**src/rsc_pkg.sv**
```systemverilog
// constants and carrier types for the reset source controller
package rsc_pkg;
  localparam logic [7:0] RSC_SUPPLY_MONITOR_CONTROL_ADDR = 8'hff;
  localparam logic [7:0] RSC_RESET_CAUSE_REGISTER_ADDR   = 8'hef;
  localparam int         RSC_MON_ON_BIT      = 7;
  localparam int         RSC_MON_STATUS_BIT  = 6;
  localparam int         RSC_PIN_BIT         = 0;
  localparam int         RSC_POR_BIT         = 1;
  localparam int         RSC_CLK_LOSS_BIT    = 2;
  localparam int         RSC_WDOG_BIT        = 3;
  localparam int         RSC_SW_BIT          = 4;
  localparam int         RSC_CMP_BIT         = 5;
  localparam int         RSC_FLASH_BIT       = 6;
  localparam logic       RSC_MON_ON_RESET    = 1'b1;
  localparam logic [7:0] RSC_CAUSE_RESET     = 8'h02;
  localparam logic [15:0] RSC_USER_CODE_TOP  = 16'h3dff;
  localparam int         RSC_CLK_MHZ         = 100;
  localparam int         RSC_CLK_LOSS_US     = 100;
  localparam int         RSC_CLK_LOSS_CYCLES = RSC_CLK_LOSS_US * RSC_CLK_MHZ;
  localparam int         RSC_WDOG_DIV        = 12;
  localparam int         RSC_HOLD_CYCLES     = 4;

  typedef struct packed {
    logic        wr;
    logic        rd;
    logic [7:0]  addr;
    logic [7:0]  wdata;
  } rsc_sfr_req_t;

  typedef struct packed {
    logic        xdata_wr;
    logic        code_rd;
    logic        fetch;
    logic        security_violation;
    logic [15:0] addr;
  } rsc_flash_acc_t;

  typedef struct packed {
    logic flash;
    logic cmp;
    logic sw;
    logic wdog;
    logic clk_loss;
    logic por;
    logic pin;
  } rsc_cause_t;
endpackage : rsc_pkg

```
**src/rsc_reset_source_controller.sv**
```systemverilog
// reset source controller: gathers reset requests and records the last cause
`timescale 1ns/1ns
`default_nettype none

// Summary of operation
// supply low drives pin low, holds CPU
// only power-on enables supply monitor
// no power-on delay after monitor reset
// software enables monitor before selecting it
// early monitor selection may cause reset
// bit 7 switches monitor; gated by selection
// bit 6 shows live monitor output
// monitor control bits 5:0 read zero
// low reset pin resets, sets pin flag
// enabled clock-loss detector resets on timeout
// bit 2 flags clock loss, enables detector
// internal sources never drive reset pin
// bit 5 arms comparator reset and flags
// software settles comparator before arming
// watchdog enabled at system_clock/12 after reset
// watchdog timeout resets, sets bit 3
// flash write above user space resets
// code read or fetch above top resets
// security-forbidden flash access resets
// flash error sets bit 6
// writing bit 4 forces software reset
// power-on flag; writing selects monitor
// power-on flag set; others clear it
// flags captured at reset, held after
module rsc_reset_source_controller
  import rsc_pkg::*;
#(
  parameter int POR_DELAY_CYCLES  = 30000,
  parameter int CLK_LOSS_CYCLES   = RSC_CLK_LOSS_CYCLES
)(
  input  wire logic           sys_clk,
  input  wire logic           resetn,
  input  wire logic           power_on_n,
  input  wire logic           supply_above,
  input  wire logic           reset_pin_in,
  output logic                reset_pin_out,
  output logic                reset_pin_oe,
  input  wire logic           system_clock_stalled,
  input  wire logic           comparator_out,
  input  wire logic           watchdog_timeout,
  input  wire logic           flash_write_enable,
  input  wire rsc_flash_acc_t flash_acc,
  input  wire rsc_sfr_req_t   sfr_req,
  output logic [7:0]          sfr_rdata,
  output logic                system_reset,
  output logic                watchdog_enable,
  output logic                watchdog_tick
);

  typedef enum logic [1:0] {RSC_RUN, RSC_HOLD, RSC_POR_WAIT} rsc_state_t;

  rsc_state_t  state;
  rsc_cause_t  pending;
  rsc_cause_t  cause;
  logic        supply_monitor_on;
  logic        monitor_selected;
  logic        clock_loss_enable;
  logic        comparator_armed;
  logic        from_power_on;
  logic [31:0] timer;
  logic [31:0] stall_cnt;
  logic [3:0]  wdog_div;

  // register decode
  wire wr_mon   = sfr_req.wr && sfr_req.addr == RSC_SUPPLY_MONITOR_CONTROL_ADDR;
  wire wr_cause = sfr_req.wr && sfr_req.addr == RSC_RESET_CAUSE_REGISTER_ADDR;
  wire running  = state == RSC_RUN;

  // request conditions
  wire mon_req   = supply_monitor_on && monitor_selected && !supply_above;
  wire spur_req  = wr_cause && sfr_req.wdata[RSC_POR_BIT] && !supply_monitor_on;
  // our own pull on the pin must not read back as an outside request, or the hold never ends
  wire pin_req   = !reset_pin_in && !reset_pin_oe;
  wire loss_req  = clock_loss_enable && stall_cnt >= 32'(CLK_LOSS_CYCLES);
  wire cmp_req   = comparator_armed && !comparator_out;
  wire sw_req    = wr_cause && sfr_req.wdata[RSC_SW_BIT];
  wire wdog_req  = watchdog_enable && watchdog_timeout;
  wire above_top = flash_acc.addr > RSC_USER_CODE_TOP;
  wire fl_req    = (flash_acc.xdata_wr && flash_write_enable && above_top)
                 || ((flash_acc.code_rd || flash_acc.fetch) && above_top)
                 || flash_acc.security_violation;
  wire por_req   = !power_on_n || mon_req || spur_req;

  // priority: power-on class first, then pin, then internal sources
  wire any_req   = por_req || pin_req || loss_req || cmp_req || sw_req || wdog_req || fl_req;
  rsc_cause_t next_cause;
  assign next_cause.por      = por_req;
  assign next_cause.pin      = !por_req && pin_req;
  assign next_cause.clk_loss = !por_req && !pin_req && loss_req;
  assign next_cause.cmp      = !por_req && !pin_req && !loss_req && cmp_req;
  assign next_cause.wdog     = !por_req && !pin_req && !loss_req && !cmp_req && wdog_req;
  assign next_cause.flash    = !por_req && !pin_req && !loss_req && !cmp_req && !wdog_req && fl_req;
  assign next_cause.sw       = !por_req && !pin_req && !loss_req && !cmp_req && !wdog_req && !fl_req
                               && sw_req;

  // while a request persists, the newest request sets the cause unless power-on is already pending
  rsc_cause_t merged;
  assign merged = pending.por ? pending : (any_req ? next_cause : pending);

  always_ff @(posedge sys_clk)
  begin
    if (!resetn)
    begin
      state   <= RSC_POR_WAIT;
      pending <= RSC_CAUSE_RESET[6:0];
      cause   <= RSC_CAUSE_RESET[6:0];
      timer   <= '0;
    end
    else
    begin
      case (state)
        RSC_RUN:
          if (any_req)
          begin
            state   <= RSC_HOLD;
            pending <= next_cause;
            timer   <= '0;
          end
        RSC_HOLD:
          if (any_req)
          begin
            pending <= merged;
            timer   <= '0;
          end
          else if (timer < 32'(RSC_HOLD_CYCLES))
            timer <= timer + 32'd1;
          else if (from_power_on)
          begin
            state <= RSC_POR_WAIT;
            timer <= '0;
          end
          else
          begin
            state <= RSC_RUN;
            cause <= pending;
          end
        RSC_POR_WAIT:
          if (any_req)
          begin
            state   <= RSC_HOLD;
            pending <= merged;
            timer   <= '0;
          end
          else if (timer < 32'(POR_DELAY_CYCLES))
            timer <= timer + 32'd1;
          else
          begin
            state <= RSC_RUN;
            cause <= RSC_CAUSE_RESET[6:0];
          end
        default:
          state <= RSC_POR_WAIT;
      endcase
    end
  end

  // only the power-on detector itself pays the release delay; a monitor reset does not
  always_ff @(posedge sys_clk)
  begin
    if (!resetn)
      from_power_on <= 1'b1;
    else if (running && any_req)
      from_power_on <= !power_on_n;
    else if (!running && any_req)
      from_power_on <= from_power_on || !power_on_n;
  end

  // supply monitor enable survives all resets except power-on
  always_ff @(posedge sys_clk)
  begin
    if (!resetn || !power_on_n)
      supply_monitor_on <= RSC_MON_ON_RESET;
    else if (wr_mon && running)
      supply_monitor_on <= sfr_req.wdata[RSC_MON_ON_BIT];
  end

  // source selections cleared by every reset
  always_ff @(posedge sys_clk)
  begin
    if (!resetn || !running)
    begin
      monitor_selected  <= 1'b0;
      clock_loss_enable <= 1'b0;
      comparator_armed  <= 1'b0;
    end
    else if (wr_cause)
    begin
      if (sfr_req.wdata[RSC_POR_BIT])
        monitor_selected <= 1'b1;
      clock_loss_enable <= sfr_req.wdata[RSC_CLK_LOSS_BIT];
      if (sfr_req.wdata[RSC_CMP_BIT])
        comparator_armed <= 1'b1;
    end
  end

  // stall counter counts while the clock monitor sees no edges
  always_ff @(posedge sys_clk)
  begin
    if (!resetn || !system_clock_stalled)
      stall_cnt <= '0;
    else if (stall_cnt < 32'(CLK_LOSS_CYCLES))
      stall_cnt <= stall_cnt + 32'd1;
  end

  // watchdog clock enable, system_clock divided by twelve
  always_ff @(posedge sys_clk)
  begin
    if (!resetn || !running)
      wdog_div <= '0;
    else if (wdog_div == 4'(RSC_WDOG_DIV - 1))
      wdog_div <= '0;
    else
      wdog_div <= wdog_div + 4'd1;
  end

  assign watchdog_tick   = running && wdog_div == 4'(RSC_WDOG_DIV - 1);
  assign watchdog_enable = 1'b1;

  assign system_reset  = !running;
  // pin driven low only for the power-on class; other sources leave it alone
  assign reset_pin_out = 1'b0;
  assign reset_pin_oe  = por_req || (state != RSC_RUN && pending.por);

  // read mux; flags other than power-on read zero while it is set
  wire [7:0] mon_rd   = {supply_monitor_on, supply_above, 6'h00};
  wire [7:0] cause_rd = cause.por ? 8'h02 :
                        {1'b0, cause.flash, cause.cmp, cause.sw, cause.wdog,
                         cause.clk_loss, 1'b0, cause.pin};
  always_ff @(posedge sys_clk)
  begin
    if (!resetn)
      sfr_rdata <= 8'h00;
    else if (sfr_req.rd && sfr_req.addr == RSC_SUPPLY_MONITOR_CONTROL_ADDR)
      sfr_rdata <= mon_rd;
    else if (sfr_req.rd && sfr_req.addr == RSC_RESET_CAUSE_REGISTER_ADDR)
      sfr_rdata <= cause_rd;
    else
      sfr_rdata <= 8'h00;
  end

endmodule : rsc_reset_source_controller
`default_nettype wire

```
**config.mk**
```make
export PLATFORM = sky130hd
export DESIGN_NAME = rsc_reset_source_controller
export DESIGN_NICKNAME = d
export VERILOG_FILES = /design/src/rsc_pkg.sv /design/src/rsc_reset_source_controller.sv
export SDC_FILE = /design/constraint.sdc
export NUM_CORES = 1
export LEC_CHECK = 0
export BUFFER_PORTS_ARGS = -buffer_cell sky130_fd_sc_hd__buf_2
export CORE_ASPECT_RATIO = 0.75
export CORE_UTILIZATION = 30
export CTS_CLUSTER_DIAMETER = 80
export DETAILED_ROUTE_END_ITERATION = 7
export PLACE_DENSITY_LB_ADDON = 0.3
export SLEW_MARGIN = 30
export SYNTH_ARGS = -nofsm -noshare
export SYNTH_HDL_FRONTEND = slang
export SYNTH_SLANG_ARGS = --single-unit
export TNS_END_PERCENT = 5
```
**constraint.sdc**
```tcl
create_clock -name sys_clk -period 4.3 [get_ports sys_clk]
set_input_delay 0.215 -clock sys_clk [delete_from_list [all_inputs] [get_ports sys_clk]]
set_output_delay 0.215 -clock sys_clk [all_outputs]
set_load 0.1 [all_outputs]
```
Word level (Yosys, flattened, before mapping). Index checks and enable logic that the tools add are counted.

Word-level logic and storage cells: 160. Latch bits: 0. RAM bits: 0. Register bits: 97. ROM bits: 0. Output and inout port bits: 13. Memories kept: 0.

Mux-type cells: 29. Equal/unequal tests: 16. Divide/modulo/power cells: 0. Multiply operators: 0. Bitwise logic cells: 2. Magnitude comparators: 5. Add/subtract/negate cells: 3. Reduce and logical (&&, ||, !) cells: 79. Shift-type cells: 0.

Operator list (number): 2-to-1 mux 32 bit (6); one-hot mux 32 bit (3 select lines) (1); 2-to-1 mux 7 bit (10); adder 32 x 1 -> 32 bit, second input constant (2); >= comparator 32 x 14 -> 1 bit, second input constant (1); < comparator 32 x 14 -> 1 bit, second input constant (1); < comparator 32 x 15 -> 1 bit, second input constant (1); < comparator 32 x 3 -> 1 bit, second input constant (1); logical AND 1 bit (31); one-hot mux 7 bit (2 select lines) (2); == test 8 bit, second input constant (2); > comparator 16 x 14 -> 1 bit, second input constant (1); logical OR 1 bit (16); zero test 1 bit (15); 2-to-1 mux 2 bit (6); != test 2 bit, second input constant (6); AND reduction 4 bit (3); 2-to-1 mux 8 bit (1); nonzero test 2 bit (4); != test 3 bit, second input constant (2); one-hot mux 2 bit (3 select lines) (1); AND reduction 6 bit (1); adder 4 x 1 -> 4 bit, second input constant (1); == test 4 bit, second input constant (1); 13 further kinds (18).

Logic depth before layout (Yosys ltp).
Depth in word-level cells: 18. Mapped depth: 12. Depth with buffers taken out: 9.

Worst setup path after synthesis. OpenSTA, ideal clock, no wires.

Kind: register to register. Start: register state[0]. End: register cause[5] (netlist name). Data arrival time: 2606 ps. Path buffers: 2. Setup slack: 1623 ps. Cell stages (with the launch flop): 12. Data required time: 4229 ps. Cell sequence: dfxtp_1 > inv_1 > ha_1 > buf_2 > nor2b_1 > nor2_1 > a311oi_1 > o21ai_2 > or4b_4 > buf_6 > or3b_1 > a21oi_1.

Cells in the longest elaborated chain, start to end: 13.

Ends and longest elaborated chain: from (decl) (line rsc_reset_source_controller.sv:57) `rsc_state_t state;`; from (signal assigned) (line rsc_reset_source_controller.sv:109) `state <= RSC_POR_WAIT;`; from (signal assigned) (line rsc_reset_source_controller.sv:120) `state <= RSC_HOLD;`; from (signal assigned) (line rsc_reset_source_controller.sv:134) `state <= RSC_POR_WAIT;`; nonzero test 2 bit (line rsc_reset_source_controller.sv:227) `assign reset_pin_oe = por_req || (state != RSC_RUN && pending.por);`; logical AND 1 bit (line rsc_reset_source_controller.sv:227); logical OR 1 bit (line rsc_reset_source_controller.sv:227); zero test 1 bit (line rsc_reset_source_controller.sv:78) `wire pin_req = !reset_pin_in && !reset_pin_oe;`; logical AND 1 bit (line rsc_reset_source_controller.sv:78); logical OR 1 bit (6 in a row) (line rsc_reset_source_controller.sv:90) `wire any_req = por_req || pin_req || loss_req || cmp_req || sw_req || wdog_req || fl_req;`; != test 2 bit (no line); AND reduction 6 bit (no line); to (signal assigned) (line rsc_reset_source_controller.sv:111) `cause <= RSC_CAUSE_RESET[6:0];`; to (signal assigned) (line rsc_reset_source_controller.sv:140) `cause <= pending;`; to (signal assigned) (line rsc_reset_source_controller.sv:154) `cause <= RSC_CAUSE_RESET[6:0];`; to (decl) (line rsc_reset_source_controller.sv:59) `rsc_cause_t cause;`.

Parallel ways exist; a longest one is shown, timed or not. A chain may end at the register's enable or synchronous reset.

Worst setup path after layout.
Start: register state[0]. End: register cause[0] (netlist name).

Same word-level chain as after synthesis.

==> impl_metrics.toml <==
[run_status]
status = "completed"

[global_routing]
grt_pass1_vias = 3345
busiest_layer = "met2"
grt_use_met2_pct = 19.6
met1_usage_pct = 18.2
use_met3_pct = 3.87
antenna_found_initial = 0
grt_pass1_wl_microns = 15900
gr-total-overflow = 0
gr-usage-all-layers_pct = 13.3
grt_start_max_net_pins = 32

[placed_design]
dp_hpwl_microns = 6990
routabilityCongestion = 0.833
dpl_worst_slack_ns = 1.24
port_buffers = 45

[route]
dr.pass1.iters = 5
wire_per_inst_microns = 12.8
remaining_drc_errors = 0
drt_iter0_drc = 252
via_per_inst = 5.00
ant_nets = 0
wirelength_microns = 9650
vias = 3759

[setup_path]
reg2reg_from = "state[0]$_SDFFE_PN0P_"
required_ns = 4.57
crit_path_end_kind = "flop"
r2r_slack_ns = 1.25
critPathLaunchType = "flop"
reg2reg_to = "cause[0]$_SDFFE_PN0P_"
cp.arrival_ns = 3.32
worst-setup-path-type = "reg2reg"
cp-startpoint = "state[0]$_SDFFE_PN0P_"
cp_max_fo = 24
reg2reg_depth = 10

[final_layout]
drive_gt1_share_pct = 14.4
postLayoutCoreUtil_pct = 36.1
diodes = 0
area_growth_pct = 15.7
fillCellCount = 1422
fin_nets = 609

[job]
drv_cap = 0

[cts]
clk_path_buf_depth = 2
cts_root_buf = "clkbuf_16"
postCtsSetupBuffers = 0
clk_latency_ns = 0.34
ctsHoldBuffers = 0
cts.sinks = 97
cts_tree = "built"
cts_max_level = 3
cts_made_buffers = 9
path_clk_slew_ns = 0.06
ctsResizeCount = 0

[power_and_ir_drop]
power_frac_comb_pct = 23.3
netSwitchingPower_uw = 704
internal_power_mw = 1.46
total_power_mw = 2.17
p_seq_share_pct = 43.2
vdd_drop_max_v = 0.000163
switching_share_pct = 32.5
clkPwrFrac_pct = 33.5
p_per_area_nw_per_um2 = 431
p_leak_nw = 2.00

[min_path]
hp-class = "in2reg"
whs_endpoint = "supply_monitor_on$_SDFFE_PP1P_"
min-delay-start = "power_on_n"
hold_depth = 2

[logic_synthesis]
synth-seq-cells = 97
synth_most_common_cell = "dfxtp_1"
syn_area_sq_um = 4350
synthesis.instances = 516
ys_warn_count = 0
synth_largest_area_cell = "dfxtp_1"
async_reset_ff_share_pct = 0
synth_edf_count = 0
yosysTopAreaCellShare_pct = 44.7
syn-num-nets = 571
synth.avg_cell_area_sq_um = 8.42
yosys-top-cells-area = "dfxtp_1 (45%), and3_1 (4.9%), nor4_1 (4.3%)"
ys_types = 55
synthFlopType = "dfxtp_1"
yosysSeqAreaShare_pct = 44.7
synth_common_cells = "dfxtp_1 (97), nand2_1 (47), nor2_1 (47)"

[sta]
maxSlewHeadroom_pct = 42.6
grt_setup_unrepaired = "false"
max_freq_ghz = 0.328
holdWs_ns = 0.0864
worst_slew_pin_slew_ns = 0.860
setup_viol = 0
fin_crit_ns = 3.05
tns_ns = 0
slew_viol_final = 0
fin_crit_sh_pct = 71.0
hold_viol = 0
fin_ws_ns = 1.25
clock_skew_ns = 0.00623

[die]
die_area_sq_um = 15000
fp.dieW_microns = 141
core_sq_um = 13900
die_h_microns = 106
start_util_pct = 31.2
fp-row-count = 37
ioPinCount = 60
## cells by family (layout without fill, tap and decap cells)
logic type | Yosys count | after routing | synth area share (%)
other | 2 | 2 | 0.173
buffers and inverters | 51 | 92 | 4.81
adders and majority gates | 8 | 8 | 2.30
DFF | 97 | 97 | 44.7
and+or+nand+nor | 244 | 244 | 29.6
xor gates and xnor gates | 12 | 12 | 2.42
AOI/OAI and AO/OA | 93 | 93 | 13.9
muxes | 9 | 9 | 2.10
## cells in the final DEF (no fill, tap or decap), types with 2 or more instances in the layout
master      instances
xnor2_1             6
buf_4               7
nand3_1            21
a211oi_1            2
nor3_1             15
or3b_1              6
or4_1               2
clkbuf_16           9
or2_2               3
nand2_1            47
and4_1              3
xor2_1              6
inv_1              26
clkinvlp_4          3
a31oi_1             5
o21ai_0            13
dfxtp_1            97
a21oi_1            33
nor4_1             30
conb_1              2
ha_1                8
a31o_2              4
a21o_1              6
o21a_1              9
buf_2              45
or3_1               4
nor2_1             47
nor2b_1             2
o21ai_1             2
and3_1             34
mux2i_1             8
nor3b_1             2
nand4_1            13
a21boi_0            2
o22ai_1             3
nand2b_1            4
and2_1              8
## final cells by class
class	count	area, sq um	area share [%]
inverters	26	97.6	1.94
clock buffers	10	239	4.75
multi-input cells	368	2190	43.7
clock inverters	4	31.3	0.622
repair buffers	52	278	5.53
flip-flops and latches	97	1940	38.6
well taps	195	244	4.85
## power groups by stage
stage,Combinational [mW],Sequential (mW),Clock [mW]
after floorplan,0.368,0.950,0
after global placement,0.496,0.952,0
after detailed placement,0.500,0.955,0
after CTS,0.501,0.935,0.751
after global routing,0.550,0.938,0.792
final,0.505,0.935,0.725
## worst max path at each step
stage | slack [ns] | to
2_1_floorplan | 1.62 | cause[5]$_SDFFE_PN0P_
3_3_place_gp | 1.34 | cause[4]$_SDFFE_PN0P_
3_5_place_dp | 1.24 | cause[0]$_SDFFE_PN0P_
4_1_cts | 1.22 | cause[0]$_SDFFE_PN0P_
5_1_grt | 0.94 | cause[4]$_SDFFE_PN0P_
6_report | 1.25 | cause[0]$_SDFFE_PN0P_
## flip-flops by register name (all words and copies together) (netlist names)
register	count
stall_cnt	32
from_power_on	1
state	2
clock_loss_enable	1
pending	7
supply_monitor_on	1
timer	32
sfr_rdata	8
comparator_armed	1
cause	7
wdog_div	4
monitor_selected	1
## critical path, stage by stage, from the launching register on
cell and delay (ns):
dfxtp_1 0.37, inv_1 0.09, ha_1 0.32, nor2b_1 0.20, nor2_1 0.06, a311oi_1 0.38, o21ai_2 0.14, buf_4 0.24
or4b_4 0.64, or3b_1 0.38, a21oi_1 0.14
## per-layer routing
metal / share of wire [%] / vias to the layer above
met2: 42 / 101
met3: 5.5 / 11
li1: - / 1923
met4: 1.6 / 0
met1: 50 / 1724
met5: 0 / -
## stage by stage
stage          instance area, sq um  cells
6_report                       5030    752
5_1_grt                        5030    752
4_1_cts                        5030    752
3_5_place_dp                   4760    738
3_3_place_gp                   4760    738
2_1_floorplan                  4350    516
No activity file was read; power rests on OpenSTA's default activity.
